===== src/logic/apt_pkg.sv =====
// Shared constants of the phase-correct PWM timer with crystal clocking.
package apt_pkg;

  // ==========================================================================
  // Register map (byte addresses on the APB bus).
  localparam logic [7:0] ADDR_CTRL = 8'h00;
  localparam logic [7:0] ADDR_COUNT = 8'h04;
  localparam logic [7:0] ADDR_CMPA = 8'h08;
  localparam logic [7:0] ADDR_CMPB = 8'h0c;
  localparam logic [7:0] ADDR_STATUS = 8'h10;
  localparam logic [7:0] ADDR_FLAGS = 8'h14;

  // ==========================================================================
  // Field positions and widths.
  localparam int CTRL_W = 11;
  localparam int CTRL_MODE_LSB = 0;
  localparam int CTRL_ACTA_LSB = 4;
  localparam int CTRL_ACTB_LSB = 6;
  localparam int CTRL_CS_LSB = 8;
  localparam int STATUS_ASYNC_BIT = 0;
  localparam int STATUS_BUSY_LSB = 1;
  localparam int FLAG_OVF = 0;
  localparam int FLAG_CMPA = 1;
  localparam int FLAG_CMPB = 2;

  // Temporary register slots, one per asynchronously updated register.
  localparam int SLOTS = 4;
  localparam int SLOT_COUNT = 0;
  localparam int SLOT_CMPA = 1;
  localparam int SLOT_CMPB = 2;
  localparam int SLOT_CTRL = 3;

  // ==========================================================================
  // Reset values.
  localparam logic [CTRL_W-1:0] CTRL_RESET = 11'h000;
  localparam logic [7:0] COUNT_RESET = 8'h00;
  localparam logic [7:0] CMP_RESET = 8'h00;

  // ==========================================================================
  // Modes, output actions and counter limits.
  localparam logic [2:0] MODE_PC_FIXED = 3'h1;
  localparam logic [2:0] MODE_PC_CMPA = 3'h5;
  localparam logic [1:0] ACT_OFF = 2'h0;
  localparam logic [1:0] ACT_TOGGLE = 2'h1;
  localparam logic [1:0] ACT_NONINV = 2'h2;
  localparam logic [1:0] ACT_INV = 2'h3;
  localparam logic [7:0] BOTTOM = 8'h00;
  localparam logic [7:0] MAX = 8'hff;

  // ==========================================================================
  // Timing: crystal edges per transfer and prescale divisors (0 stops).
  localparam logic [1:0] XFER_EDGES = 2'h2;
  localparam logic [10:0] PRESCALE_DIV [0:7] = '{11'h000, 11'h001, 11'h008, 11'h020,
                                                 11'h040, 11'h080, 11'h100, 11'h400};

endpackage


===== src/logic/apt_tick_gen.sv =====
// Crystal pin synchroniser and prescaler that make the timer clock tick.
`timescale 1ns/1ps
module apt_tick_gen
  import apt_pkg::*;
(
  input wire logic clk_sys_i,
  input wire logic rst_i,
  input wire logic crystal_clock_in_i,
  input wire logic async_sel_i,
  input wire logic [2:0] clk_sel_i,
  output logic xedge_o,
  output logic tick_o
);

  logic [2:0] xsync_q;
  logic [9:0] pre_q;
  logic base_w;
  logic [10:0] div_w;
  logic wrap_w;

  // ==========================================================================
  // Two-flop synchroniser plus one history flop for the rising edge.
  // The crystal keeps being sampled in any state of the rest of the system except reset, which holds the flops at zero.
  always_ff @(posedge clk_sys_i)
  begin
    if (rst_i)
      xsync_q <= 3'h0;
    else
      xsync_q <= {xsync_q[1:0], crystal_clock_in_i};
  end

  // Rising crystal edge, seen only from the second and third flops.
  assign xedge_o = xsync_q[1] & ~xsync_q[2];

  // ==========================================================================
  // Source select and divide; a divisor of zero stops the timer.
  assign base_w = async_sel_i ? xedge_o : 1'b1;
  assign div_w = PRESCALE_DIV[clk_sel_i];
  assign wrap_w = (pre_q == 10'(div_w - 11'h001));
  assign tick_o = base_w && (div_w != 11'h000) && wrap_w;

  // Prescale counter, restarted at each tick.
  always_ff @(posedge clk_sys_i)
  begin
    if (rst_i)
      pre_q <= 10'h000;
    else if (div_w == 11'h000)
      pre_q <= 10'h000;
    else if (base_w)
      pre_q <= wrap_w ? 10'h000 : pre_q + 10'h001;
  end

endmodule


===== src/logic/apt_timer.sv =====
// Phase-correct PWM timer with crystal clocking, temporary write registers and APB access.
`timescale 1ns/1ps
// Notes on behaviour
// - Modes 1 and 5 count up from BOTTOM to TOP, then back down, repeatedly.
// - Phase-correct TOP is either fixed 0xFF or the compare A value.
// - Action 2 clears on up-match, sets on down-match; action 3 inverts both.
// - Counter holds TOP for one timer clock, then counts down.
// - Overflow flag sets each time the counter reaches BOTTOM.
// - Output period is 510 prescaled timer clocks at TOP 0xFF.
// - Compare at BOTTOM gives constant low, at MAX constant high (non-inverted).
// - Output moves at BOTTOM without match to keep the waveform symmetric.
// - Compare equal to TOP with upper action bit set acts at TOP instead.
// - Async select clocks the counter from the crystal and detaches its pins.
// - Writes go to a temporary register, latched after two crystal edges, busy meanwhile.
// - Pending counter or compare write disables compare matches and their flags.
// - Counter advances at least one step before software can read it after an event.
// - Counter read copy refreshes on each rising crystal edge.
// - Flags reach software after synchroniser cycles plus one timer cycle.
// - Compare output changes on the timer tick, not on software timing.
// - Crystal sampling stops only while in reset; register contents are lost only on reset.
module apt_timer
  import apt_pkg::*;
(
  input wire logic clk_sys_i,
  input wire logic rst_i,
  input wire logic psel_i,
  input wire logic penable_i,
  input wire logic pwrite_i,
  input wire logic [7:0] paddr_i,
  input wire logic [31:0] pwdata_i,
  output logic [31:0] prdata_o,
  output logic pready_o,
  output logic pslverr_o,
  input wire logic crystal_clock_in_i,
  output logic xtal_port_detach_o,
  output logic [1:0] compare_output_o,
  output logic [1:0] compare_output_oe_o
);

  // ==========================================================================
  // Declarations.
  logic async_q;
  logic [CTRL_W-1:0] ctrl_q;
  logic [7:0] cnt_q;
  logic [7:0] cnt_d;
  logic dir_up_q;
  logic dir_d;
  logic [7:0] cnt_rd_q;
  logic [7:0] cmp_q [2];
  logic [2:0] flags_q;
  logic [31:0] prdata_q;
  logic pend_q [SLOTS];
  logic [1:0] xcnt_q [SLOTS];
  logic [CTRL_W-1:0] temp_q [SLOTS];
  logic wr_slot_w [SLOTS];
  logic xfer_w [SLOTS];
  logic [1:0] out_q;
  logic [1:0] match_w;
  logic xedge_w;
  logic tick_w;
  logic wr_w;
  logic setup_w;
  logic access_w;
  logic addr_hit_w;
  logic [2:0] mode_w;
  logic pc_mode_w;
  logic [7:0] top_w;
  logic ovf_ev_w;
  logic [3:0] busy_w;
  logic [31:0] rd_data_w;

  // Byte address of each temporary register slot.
  function automatic logic [7:0] slot_addr(input int s);
    logic [7:0] a;
    a = ADDR_CTRL;
    case (s)
      SLOT_COUNT: a = ADDR_COUNT;
      SLOT_CMPA: a = ADDR_CMPA;
      SLOT_CMPB: a = ADDR_CMPB;
      default: a = ADDR_CTRL;
    endcase
    return a;
  endfunction

  // ==========================================================================
  // Timer clock source.
  apt_tick_gen u_tick (
    .clk_sys_i(clk_sys_i),
    .rst_i(rst_i),
    .crystal_clock_in_i(crystal_clock_in_i),
    .async_sel_i(async_q),
    .clk_sel_i(ctrl_q[CTRL_CS_LSB +: 3]),
    .xedge_o(xedge_w),
    .tick_o(tick_w)
  );

  // Pins of the crystal leave their port function while async is on.
  assign xtal_port_detach_o = async_q;

  // ==========================================================================
  // APB decode; the slave answers with no wait state.
  assign setup_w = psel_i && !penable_i;
  assign access_w = psel_i && penable_i;
  assign wr_w = access_w && pwrite_i;
  assign addr_hit_w = (paddr_i == ADDR_CTRL) || (paddr_i == ADDR_COUNT) || (paddr_i == ADDR_CMPA) ||
                      (paddr_i == ADDR_CMPB) || (paddr_i == ADDR_STATUS) || (paddr_i == ADDR_FLAGS);
  assign pready_o = 1'b1;
  assign pslverr_o = access_w && !addr_hit_w;
  assign prdata_o = prdata_q;

  // Read selection; busy bits and the resynchronised counter copy show state.
  assign busy_w = {pend_q[SLOT_CTRL], pend_q[SLOT_CMPB], pend_q[SLOT_CMPA], pend_q[SLOT_COUNT]};
  assign rd_data_w = (paddr_i == ADDR_CTRL) ? {21'h000000, ctrl_q} :
                     (paddr_i == ADDR_COUNT) ? {24'h000000, cnt_rd_q} :
                     (paddr_i == ADDR_CMPA) ? {24'h000000, cmp_q[0]} :
                     (paddr_i == ADDR_CMPB) ? {24'h000000, cmp_q[1]} :
                     (paddr_i == ADDR_STATUS) ? {27'h0000000, busy_w, async_q} :
                     (paddr_i == ADDR_FLAGS) ? {29'h00000000, flags_q} : 32'h00000000;

  // Read data is captured in the setup cycle and held through the access.
  always_ff @(posedge clk_sys_i)
  begin
    if (rst_i)
      prdata_q <= 32'h00000000;
    else if (setup_w && !pwrite_i)
      prdata_q <= rd_data_w;
  end

  // Async select is written directly, not through a temporary register.
  always_ff @(posedge clk_sys_i)
  begin
    if (rst_i)
      async_q <= 1'b0;
    else if (wr_w && paddr_i == ADDR_STATUS)
      async_q <= pwdata_i[STATUS_ASYNC_BIT];
  end

  // ==========================================================================
  // Temporary registers; in async mode a value moves after two crystal edges.
  // A second write while busy restarts the wait with the newer value.
  for (genvar s = 0; s < SLOTS; s++)
  begin : g_slot
    assign wr_slot_w[s] = wr_w && (paddr_i == slot_addr(s));
    assign xfer_w[s] = pend_q[s] && !wr_slot_w[s] &&
                       (!async_q || (xedge_w && xcnt_q[s] == XFER_EDGES - 2'h1));
    always_ff @(posedge clk_sys_i)
    begin
      if (rst_i)
      begin
        pend_q[s] <= 1'b0;
        xcnt_q[s] <= 2'h0;
        temp_q[s] <= CTRL_RESET;
      end
      else if (wr_slot_w[s])
      begin
        pend_q[s] <= 1'b1;
        xcnt_q[s] <= 2'h0;
        temp_q[s] <= pwdata_i[CTRL_W-1:0];
      end
      else if (xfer_w[s])
        pend_q[s] <= 1'b0;
      else if (pend_q[s] && async_q && xedge_w)
        xcnt_q[s] <= xcnt_q[s] + 2'h1;
    end
  end

  // Control register destination.
  always_ff @(posedge clk_sys_i)
  begin
    if (rst_i)
      ctrl_q <= CTRL_RESET;
    else if (xfer_w[SLOT_CTRL])
      ctrl_q <= temp_q[SLOT_CTRL];
  end

  // ==========================================================================
  // Mode and TOP selection.
  assign mode_w = ctrl_q[CTRL_MODE_LSB +: 3];
  assign pc_mode_w = (mode_w == MODE_PC_FIXED) || (mode_w == MODE_PC_CMPA);
  assign top_w = (mode_w == MODE_PC_CMPA) ? cmp_q[0] : MAX;

  // Dual-slope count: TOP is held for one tick, BOTTOM turns upward again.
  // A full period at TOP 0xFF is 2 x 255 = 510 ticks.
  always_comb
  begin
    cnt_d = cnt_q;
    dir_d = dir_up_q;
    if (xfer_w[SLOT_COUNT])
      cnt_d = temp_q[SLOT_COUNT][7:0];
    else if (tick_w && pc_mode_w)
    begin
      if (dir_up_q && cnt_q >= top_w)
      begin
        dir_d = 1'b0;
        cnt_d = (cnt_q == BOTTOM) ? BOTTOM : cnt_q - 8'h01;
      end
      else if (dir_up_q)
        cnt_d = cnt_q + 8'h01;
      else if (cnt_q == BOTTOM)
      begin
        dir_d = 1'b1;
        cnt_d = (top_w == BOTTOM) ? BOTTOM : cnt_q + 8'h01;
      end
      else
        cnt_d = cnt_q - 8'h01;
    end
    else if (tick_w)
    begin
      dir_d = 1'b1;
      cnt_d = cnt_q + 8'h01;
    end
  end

  // Counter and its direction; both step on the timer tick.
  always_ff @(posedge clk_sys_i)
  begin
    if (rst_i)
    begin
      cnt_q <= COUNT_RESET;
      dir_up_q <= 1'b1;
    end
    else
    begin
      cnt_q <= cnt_d;
      dir_up_q <= dir_d;
    end
  end

  // Software copy refreshed on each rising crystal edge in async mode.
  always_ff @(posedge clk_sys_i)
  begin
    if (rst_i)
      cnt_rd_q <= COUNT_RESET;
    else if (!async_q || xedge_w)
      cnt_rd_q <= cnt_q;
  end

  // ==========================================================================
  // Overflow event: BOTTOM in phase-correct modes, wrap from MAX otherwise.
  assign ovf_ev_w = tick_w && (pc_mode_w ? (!dir_up_q && cnt_q == BOTTOM) : (cnt_q == MAX));

  // Compare channels: match, flag cause and output waveform.
  for (genvar g = 0; g < 2; g++)
  begin : g_cmp
    logic [1:0] act_w;
    logic res_up_w;
    logic res_dn_w;
    logic top_case_w;
    logic bottom_w;
    logic blocked_w;
    assign act_w = ctrl_q[(g == 0 ? CTRL_ACTA_LSB : CTRL_ACTB_LSB) +: 2];
    assign blocked_w = pend_q[SLOT_COUNT] || pend_q[g == 0 ? SLOT_CMPA : SLOT_CMPB];
    assign match_w[g] = tick_w && !blocked_w && (cnt_q == cmp_q[g]);
    assign res_up_w = act_w[0];
    assign res_dn_w = ~act_w[0];
    assign top_case_w = pc_mode_w && act_w[1] && cmp_q[g] == top_w && cnt_q == top_w && dir_up_q;
    assign bottom_w = tick_w && pc_mode_w && act_w[1] && cnt_q == BOTTOM && !dir_up_q;
    assign compare_output_oe_o[g] = (act_w != ACT_OFF);
    assign compare_output_o[g] = out_q[g];

    // Compare register destination.
    always_ff @(posedge clk_sys_i)
    begin
      if (rst_i)
        cmp_q[g] <= CMP_RESET;
      else if (xfer_w[g == 0 ? SLOT_CMPA : SLOT_CMPB])
        cmp_q[g] <= temp_q[g == 0 ? SLOT_CMPA : SLOT_CMPB][7:0];
    end

    // Output register, changed only on timer ticks.
    always_ff @(posedge clk_sys_i)
    begin
      if (rst_i)
        out_q[g] <= 1'b0;
      else if (tick_w && top_case_w)
        out_q[g] <= res_dn_w;
      else if (match_w[g] && pc_mode_w && act_w[1])
        out_q[g] <= (dir_up_q || cnt_q == BOTTOM) ? res_up_w : res_dn_w;
      else if (bottom_w)
        out_q[g] <= (cmp_q[g] == BOTTOM) ? res_up_w : res_dn_w;
      else if (match_w[g] && !pc_mode_w && act_w != ACT_OFF)
        out_q[g] <= (act_w == ACT_TOGGLE) ? ~out_q[g] : (act_w == ACT_INV);
    end
  end

  // ==========================================================================
  // Sticky flags; write one to clear, a new event in the same cycle wins.
  always_ff @(posedge clk_sys_i)
  begin
    if (rst_i)
      flags_q <= 3'h0;
    else
      flags_q <= (flags_q & ~((wr_w && paddr_i == ADDR_FLAGS) ? pwdata_i[2:0] : 3'h0)) |
                 {match_w[1], match_w[0], ovf_ev_w};
  end
endmodule


===== config.mk =====
export PLATFORM = sky130hd
export DESIGN_NAME = apt_timer
export DESIGN_NICKNAME = d
export VERILOG_FILES = /design/src/logic/apt_pkg.sv /design/src/logic/apt_tick_gen.sv /design/src/logic/apt_timer.sv
export SDC_FILE = /design/constraint.sdc
export NUM_CORES = 1
export LEC_CHECK = 0
export BUFFER_PORTS_ARGS = -buffer_cell sky130_fd_sc_hd__buf_2
export CAP_MARGIN = 20
export CORE_ASPECT_RATIO = 1.5
export CORE_UTILIZATION = 35
export DETAILED_ROUTE_END_ITERATION = 8
export PLACE_DENSITY = 0.59
export REMOVE_ABC_BUFFERS = 1
export SLEW_MARGIN = 5
export SYNTH_ARGS = -nofsm -noshare
export SYNTH_HDL_FRONTEND = slang
export SYNTH_SLANG_ARGS = --single-unit

===== constraint.sdc =====
create_clock -name clk_sys_i -period 7.5 [get_ports clk_sys_i]
set_input_delay 0.375 -clock clk_sys_i [delete_from_list [all_inputs] [get_ports clk_sys_i]]
set_output_delay 0.375 -clock clk_sys_i [all_outputs]
set_load 0.05 [all_outputs]

Word level (Yosys, flattened, before mapping)
Memories as Yosys holds them, arrays and structs flattened. A register that Yosys moved wholly into a read port is not among the register bits.
Index checks and enable logic that the tools add are counted.
- memory bits (read-only): 88
- memories kept: 5
- output and inout bits: 39
- register bits: 68
- RAM bits: 72
- latch bits: 0
- eq/ne operators: 22
- magnitude comparators: 2
- divide/modulo/power cells: 0
- shifts and indexed selects: 0
- multiply operators: 0
- bitwise operators: 33
- reduce and logical (&&, ||, !) cells: 106
- $add $sub $neg: 8
- muxes and demuxes: 116
- memory list (name ; words ; bits a word ; read ports ; clocked after Yosys merged registers in ; write ports ; line ; source):
    (name not given) ; 8 ; 11 ; 1 ; 0 ; 0 ; apt_tick_gen.sv:38 ; assign div_w = PRESCALE_DIV[clk_sel_i];
    temp_q ; 4 ; 11 ; 4 ; 1 ; 4 ; apt_timer.sv:54 ; logic [CTRL_W-1:0] temp_q [SLOTS];
    cmp_q ; 2 ; 8 ; 2 ; 0 ; 2 ; apt_timer.sv:49 ; logic [7:0] cmp_q [2];
    xcnt_q ; 4 ; 2 ; 4 ; 0 ; 4 ; apt_timer.sv:53 ; logic [1:0] xcnt_q [SLOTS];
    pend_q ; 4 ; 1 ; 4 ; 0 ; 4 ; apt_timer.sv:52 ; logic pend_q [SLOTS];
- operator list (cell ; count):
    $mux W8 ; 14
    $mux W1 ; 83
    $mux W11 ; 7
    $logic_and A1 B1 Y1 ; 65
    $eq A8 B8 Y1 ; 5
    $logic_not A8 Y1 ; 5
    $or A1 B1 Y1 ; 22
    $eq A8 B4 Y1 const B ; 2
    $eq A8 B5 Y1 const B ; 2
    $mux W2 ; 8
    $logic_or A1 B1 Y1 ; 14
    $eq A2 B1 Y1 const B ; 6
    $logic_not A1 Y1 ; 12
    $logic_not A11 Y1 ; 1
    $reduce_bool A11 Y1 ; 1
    $add A10 B1 Y10 const B ; 1
    $eq A10 B10 Y1 ; 1
    $mux W10 ; 1
    $sub A10 B1 Y10 const B ; 1
    $add A2 B1 Y2 const B ; 4
    $add A8 B1 Y8 const B ; 1
    $eq A8 B3 Y1 const B ; 1
    $eq A8 B8 Y1 const B ; 1
    $ge A8 B8 Y1 ; 1
    other kinds (18) ; 28

Depth between registers and ports, before layout
- depth in word-level cells: 15
- mapped depth: 14
- depth with buffers taken out: 12

Hierarchy
Synthesis repeated with hierarchy kept, for this count alone.
- cells, all modules: 770
- area total of the unflattened synthesis: 7113.1 sq um
- by module, submodules not included (module ; area each (sq um) ; times used ; cells an instance ; seq. area each (sq um)):
    apt_timer ; 6248.5 ; 1 ; 667 ; 2792.7
    apt_tick_gen ; 864.6 ; 1 ; 103 ; 260.2

Worst setup path after synthesis
OpenSTA, ideal clock, no wires.
- kind: register -> register
- from: reg ctrl_q[10] (read register of temp_q)
- to: reg out_q[1], in the netlist compare_output_o[1]
- arrival: 3.178 ns
- required time: 7.409 ns
- stages on the path, launching flop included: 14
- path buffers: 2
- path slack: 4.231 ns
- period minus slack after synthesis: 3.269 ns
- path through: dfxtp_1 buf_6 nor3b_1 inv_1 ha_1 nor4bb_1 nor4_4 xnor2_1 or4b_4 buf_6 a21o_1 a21o_1 o31a_1 a311oi_1
- cells in the longest elaborated chain, start to end: 14
- elaborated cells on any way between the ends: 24
- classes of those cells: add/sub (1); eq/ne (1); mux (5); bitwise (1); reduce/logical (15); memory (1)
- ends and longest elaborated chain (what ; line ; source):
    start: declaration ; apt_timer.sv:43 ; logic [CTRL_W-1:0] ctrl_q;
    $not A3 Y4 (not written as such) * ; apt_tick_gen.sv:38 ;
    $mem_v2 Z8 W11 * ; - ;
    $mux W11 (not written as such) * (2 in a row) ; apt_tick_gen.sv:38 ;
    $sub A10 B1 Y10 / $reduce_bool A11 Y1 (equally long branches) ; apt_tick_gen.sv:39, apt_tick_gen.sv:40 ;
    $eq A10 B10 Y1 / $logic_and A1 B1 Y1 (equally long branches) ; apt_tick_gen.sv:39, apt_tick_gen.sv:40 ;
    $logic_and A1 B1 Y1 * ; apt_tick_gen.sv:40 ; assign tick_o = base_w && (div_w != 11'h000) && wrap_w;
    $logic_and A1 B1 Y1 (4 in a row) ; apt_timer.sv:257 ; assign bottom_w = tick_w && pc_mode_w && act_w[1] && cnt_q == BOTTOM && !dir_up_q;
    $mux W1 ; apt_timer.sv:279 ; else if (bottom_w)
    $mux W1 ; apt_timer.sv:277 ; else if (match_w[g] && pc_mode_w && act_w[1])
    $mux W1 ; apt_timer.sv:275 ; else if (tick_w && top_case_w)
    end signal: indexed assignment ; apt_timer.sv:276 ; out_q[g] <= res_dn_w;
    end signal: indexed assignment ; apt_timer.sv:278 ; out_q[g] <= (dir_up_q || cnt_q == BOTTOM) ? res_up_w : res_dn_w;
    end signal: indexed assignment ; apt_timer.sv:280 ; out_q[g] <= (cmp_q[g] == BOTTOM) ? res_up_w : res_dn_w;
    end: declaration ; apt_timer.sv:57 ; logic [1:0] out_q;
Every way passes the cells marked *; elsewhere a longest branch is shown, timed or not. The select of a mux whose other input is x is not followed.
A chain may end at the register's enable or synchronous reset.

Worst setup path after layout
- from: reg ctrl_q[8] (read register of temp_q)
- to: reg out_q[0], in the netlist compare_output_o[0]
Same word-level chain as after synthesis.

==> summary.md <==
| Metric | Value |
|---|---|
| Outcome | complete, no violations |
| Slew Limit Fails | 0 |
| Remaining DRCs | 0 |
| Hold EP | u_tick.xsync_q[0] |
| Hold depth | 2 |
| Worst-margin pin slew | 0.8984 ns |
| Fin util | about two fifths |
| Fill count | between 2,000 and 2,500 |
| Minimum clock period | between 4 and 5 ns |
| Buffers on Ports | a little over 40 |
| CTS tree | done |
| R2R setup slack | 3.43 ns |
| CTS max path bufs | 2 |
| DR vias/cell | between 5 and 6 |
| CTS Buf Count | 17 |
| Post-DRT Antenna Nets | 0 |
| Worst setup path class | flip-flop to flip-flop |
| Top cells by count, synth | 83 x nor2_1, 79 x nand2_1, 63 x edfxtp_1, 58 x dfxtp_1, 44 x and2_1 |
| RSZ-0062 raised after global routing | no |
| Hold wc startpoint | crystal_clock_in_i |
| Largest net degree at the start of global routing | between 60 and 70 |
| Fmax | 0.2456 GHz |
| Top post-synthesis cells by area | edfxtp_1 26%, dfxtp_1 16%, nor2_1 4.4% |
| DRT Wirelength | between 15,000 and 20,000 um |
| Power per Cell Area | between 200 and 250 mW/mm2 |
| Reg-to-Reg Start | ctrl_q[8] |
| Relative slew slack | between 30% and 40% |
| Final setup TNS | 0 ns |
| Sequential element share of the synthesized area | 42.69% |
| Worst Skew | between 0.01 and 0.015 ns |
| CP max FO | 18 |
| Asr flop ratio synth | 0% |
| # nets final | 873 |
| CORE AREA | a little under 0.02 mm2 |
| Cts hold-fix bufs | 0 |
| Maximum vdd drop | 182.3 uV |
| Register bit count reported by yosys | 121 |
| Final setup fails | 0 |
| Pleak | roughly 3 nW |
| Post-CTS setup buffers | 0 |
| Post_cts resized | 0 |
| Initial Util | between 30% and 40% |
| Max H-tree Level | 4 |
| Hold WC Path Type | primary input to flip-flop |
| Final HPWL DP | 13,900 um |
| Hold Slack | ~0.15 ns |
| Post-Syn Instances | 801 |
| Post-synth cell types | 70 |
| DRT iter0 DRCs | roughly 310 |
| Synth warnings | 0 |
| Area share of the largest cell type after synthesis | 26.46% |
| CTS Sinks | ~120 |
| Synth Cell Area | around 0.0072 mm2 |
| Biggest area consumer among synthesized cells | edfxtp_1 |
| Mean Syn Cell Area | ~9 um2 |
| First-pass GRT wire length | ~30,000 um |
| Critical path data required time | ~7.8 ns |
| Area of the die | around 0.021 mm2 |
| DIE HEIGHT | roughly 180 um |
| Crit end category | flip-flop |
| Final Wtd Congestion | between 0.8 and 0.9 |
| Max Cap Viol | 0 |
| Initial antenna violation count | 1 |
| R2R Path End | compare_output_o[0] |
| Root buf cell | clkbuf_16 |
| WL/cell | roughly 18 um |
| EDFF count, synth | 63 |
| Gr usage total | 18.81% |
| Remaining Overflow, GRT | 0 |
| Die width | 118.7 um |
| Clock transition at path regs | approximately 0.060 ns |
| Number of global-route vias before repair | roughly 5,600 |
| Via count | between 5,000 and 6,000 |
| Crit path DAT | 4.35 ns |
| Top Ports | 85 |
| Startpoint Class | flip-flop |
| Reg2reg path depth | 11 |
| Fraction of layout cells with a size suffix above 1 | about 11% |
| Clk_lat worst skew | between 0.4 and 0.5 ns |
| Top FF cell, synth | edfxtp_1 |
| Count leader, synth | nor2_1 |
| # rows | 63 |
| Synth-to-layout area growth | 11.15% |
| Fin crit share | between 50% and 60% |
| First-pass iteration count of the detailed router | 5 |
| Final hold viol count | 0 |
worst max path at each step:
| stage | start | to | cells past startpoint |
|---|---|---|---|
| floorplan | ctrl_q[8] | compare_output_o[1] | 11 |
| global placement | ctrl_q[8] | compare_output_o[0] | 11 |
| detailed placement | ctrl_q[8] | compare_output_o[0] | 11 |
| CTS | ctrl_q[8] | compare_output_o[0] | 11 |
| global route | ctrl_q[8] | compare_output_o[0] | 11 |
| finish | ctrl_q[8] | compare_output_o[0] | 11 |
kinds of logic (layout without fill, tap and decap cells):
family	count (synthesis)	in the layout	share of synthesized area (%)
AO/OA/AOI/OAI	142	142	13.12
XOR/XNOR	31	31	3.797
adder cells (fa/ha/maj)	18	18	3.150
buffers and inverters	98	99	6.824
flip-flops	121	121	42.69
multiplexers	24	24	3.360
other	2	23	0.1050
AND/OR/NAND/NOR	365	365	26.95
metrics by stage:
stage / total power [W] / setup WS, ns / cell area, um2 / instances
floorplan: 0.0008838 / 4.102 / 6817 / 744
CTS: 0.001725 / 3.451 / 7945 / 1082
global route: 0.001772 / 3.239 / 7948 / 1083
finish: 0.001712 / 3.428 / 7948 / 1083
global placement: 0.0009442 / 3.475 / 7385 / 1050
detailed placement: 0.0009462 / 3.474 / 7385 / 1050
registers in the layout (all words and copies together) (netlist names), 4 cells and up:
name,count
temp_q,35
cmp_q,16
ctrl_q,11
prdata_o,11
u_tick.pre_q,10
cnt_q,8
cnt_rd_q,8
xcnt_q,8
pend_q,4
report_power, final:
group	switching (W)	total, W	leakage [nW]	internal (W)
Combinational	0.000113	0.000169	1.64	0.0000561
Clock	0.000315	0.000779	0.274	0.000464
Sequential	0.0000402	0.000764	1.10	0.000724
Total	0.000468	0.00171	3.01	0.00124
critical path: stages (launching register included):
cell and delay, ns:
dfxtp_1 0.71, nor3b_1 0.38, inv_1 0.11, ha_1 0.28
nor4bb_1 0.47, nor4_4 0.09, xnor2_1 0.17, nor4b_1 0.66
and2_1 0.51, o2111ai_1 0.18, a31oi_1 0.25, o41ai_2 0.09
area by class of cell:
| type | instances | area [um2] | share of cell area, % |
|---|---|---|---|
| Antenna cell | 1 | 2.502 | 0.03149 |
| Clock buffer | 18 | 439.2 | 5.526 |
| Clock inverter | 14 | 121.4 | 1.527 |
| Inverter | 21 | 78.83 | 0.9918 |
| Multi-Input combinational cell | 602 | 3685 | 46.36 |
| Sequential cell | 121 | 3053 | 38.41 |
| Tap cell | 260 | 325.3 | 4.093 |
| Timing Repair Buffer | 46 | 242.7 | 3.054 |
layout by cell type, fill, tap and decap left out, types with 5 or more instances in the layout:
master,Yosys,layout
xor2_1,11,11
nor4b_1,5,5
dfxtp_1,58,58
nor3_1,20,20
clkbuf_16,0,17
a211oi_1,7,7
a221oi_1,5,5
a31oi_1,9,9
and4_1,5,5
buf_4,24,5
edfxtp_1,63,63
ha_1,18,18
nor4_1,10,10
o211ai_1,5,5
nand4_1,17,17
conb_1,2,22
nor2_1,83,83
o21ai_0,30,30
a21o_1,5,5
mux2i_1,24,24
nor2b_1,9,9
or3_1,10,10
o221ai_1,5,5
buf_2,6,41
inv_1,21,21
a21oi_1,35,35
nand2b_1,12,12
nand2_1,79,79
and2_1,44,44
nor3b_1,6,6
nand3_1,24,24
or2_2,5,5
xnor2_1,20,20
and3_1,17,17
per-layer routing:
| metal | routed length, um | share of wire (%) | global-route usage (%) | vias to the layer above |
|---|---|---|---|---|
| met5 | 0 | 0 | 0 | - |
| met4 | 651 | 3.4 | 10.39 | 0 |
| met3 | 753 | 4.0 | 2.964 | 39 |
| met2 | 9976 | 53 | 33.99 | 159 |
| met1 | 7607 | 40 | 20.97 | 2782 |
| li1 | - | - | - | 2846 |
(Power assumes the default switching activity.)
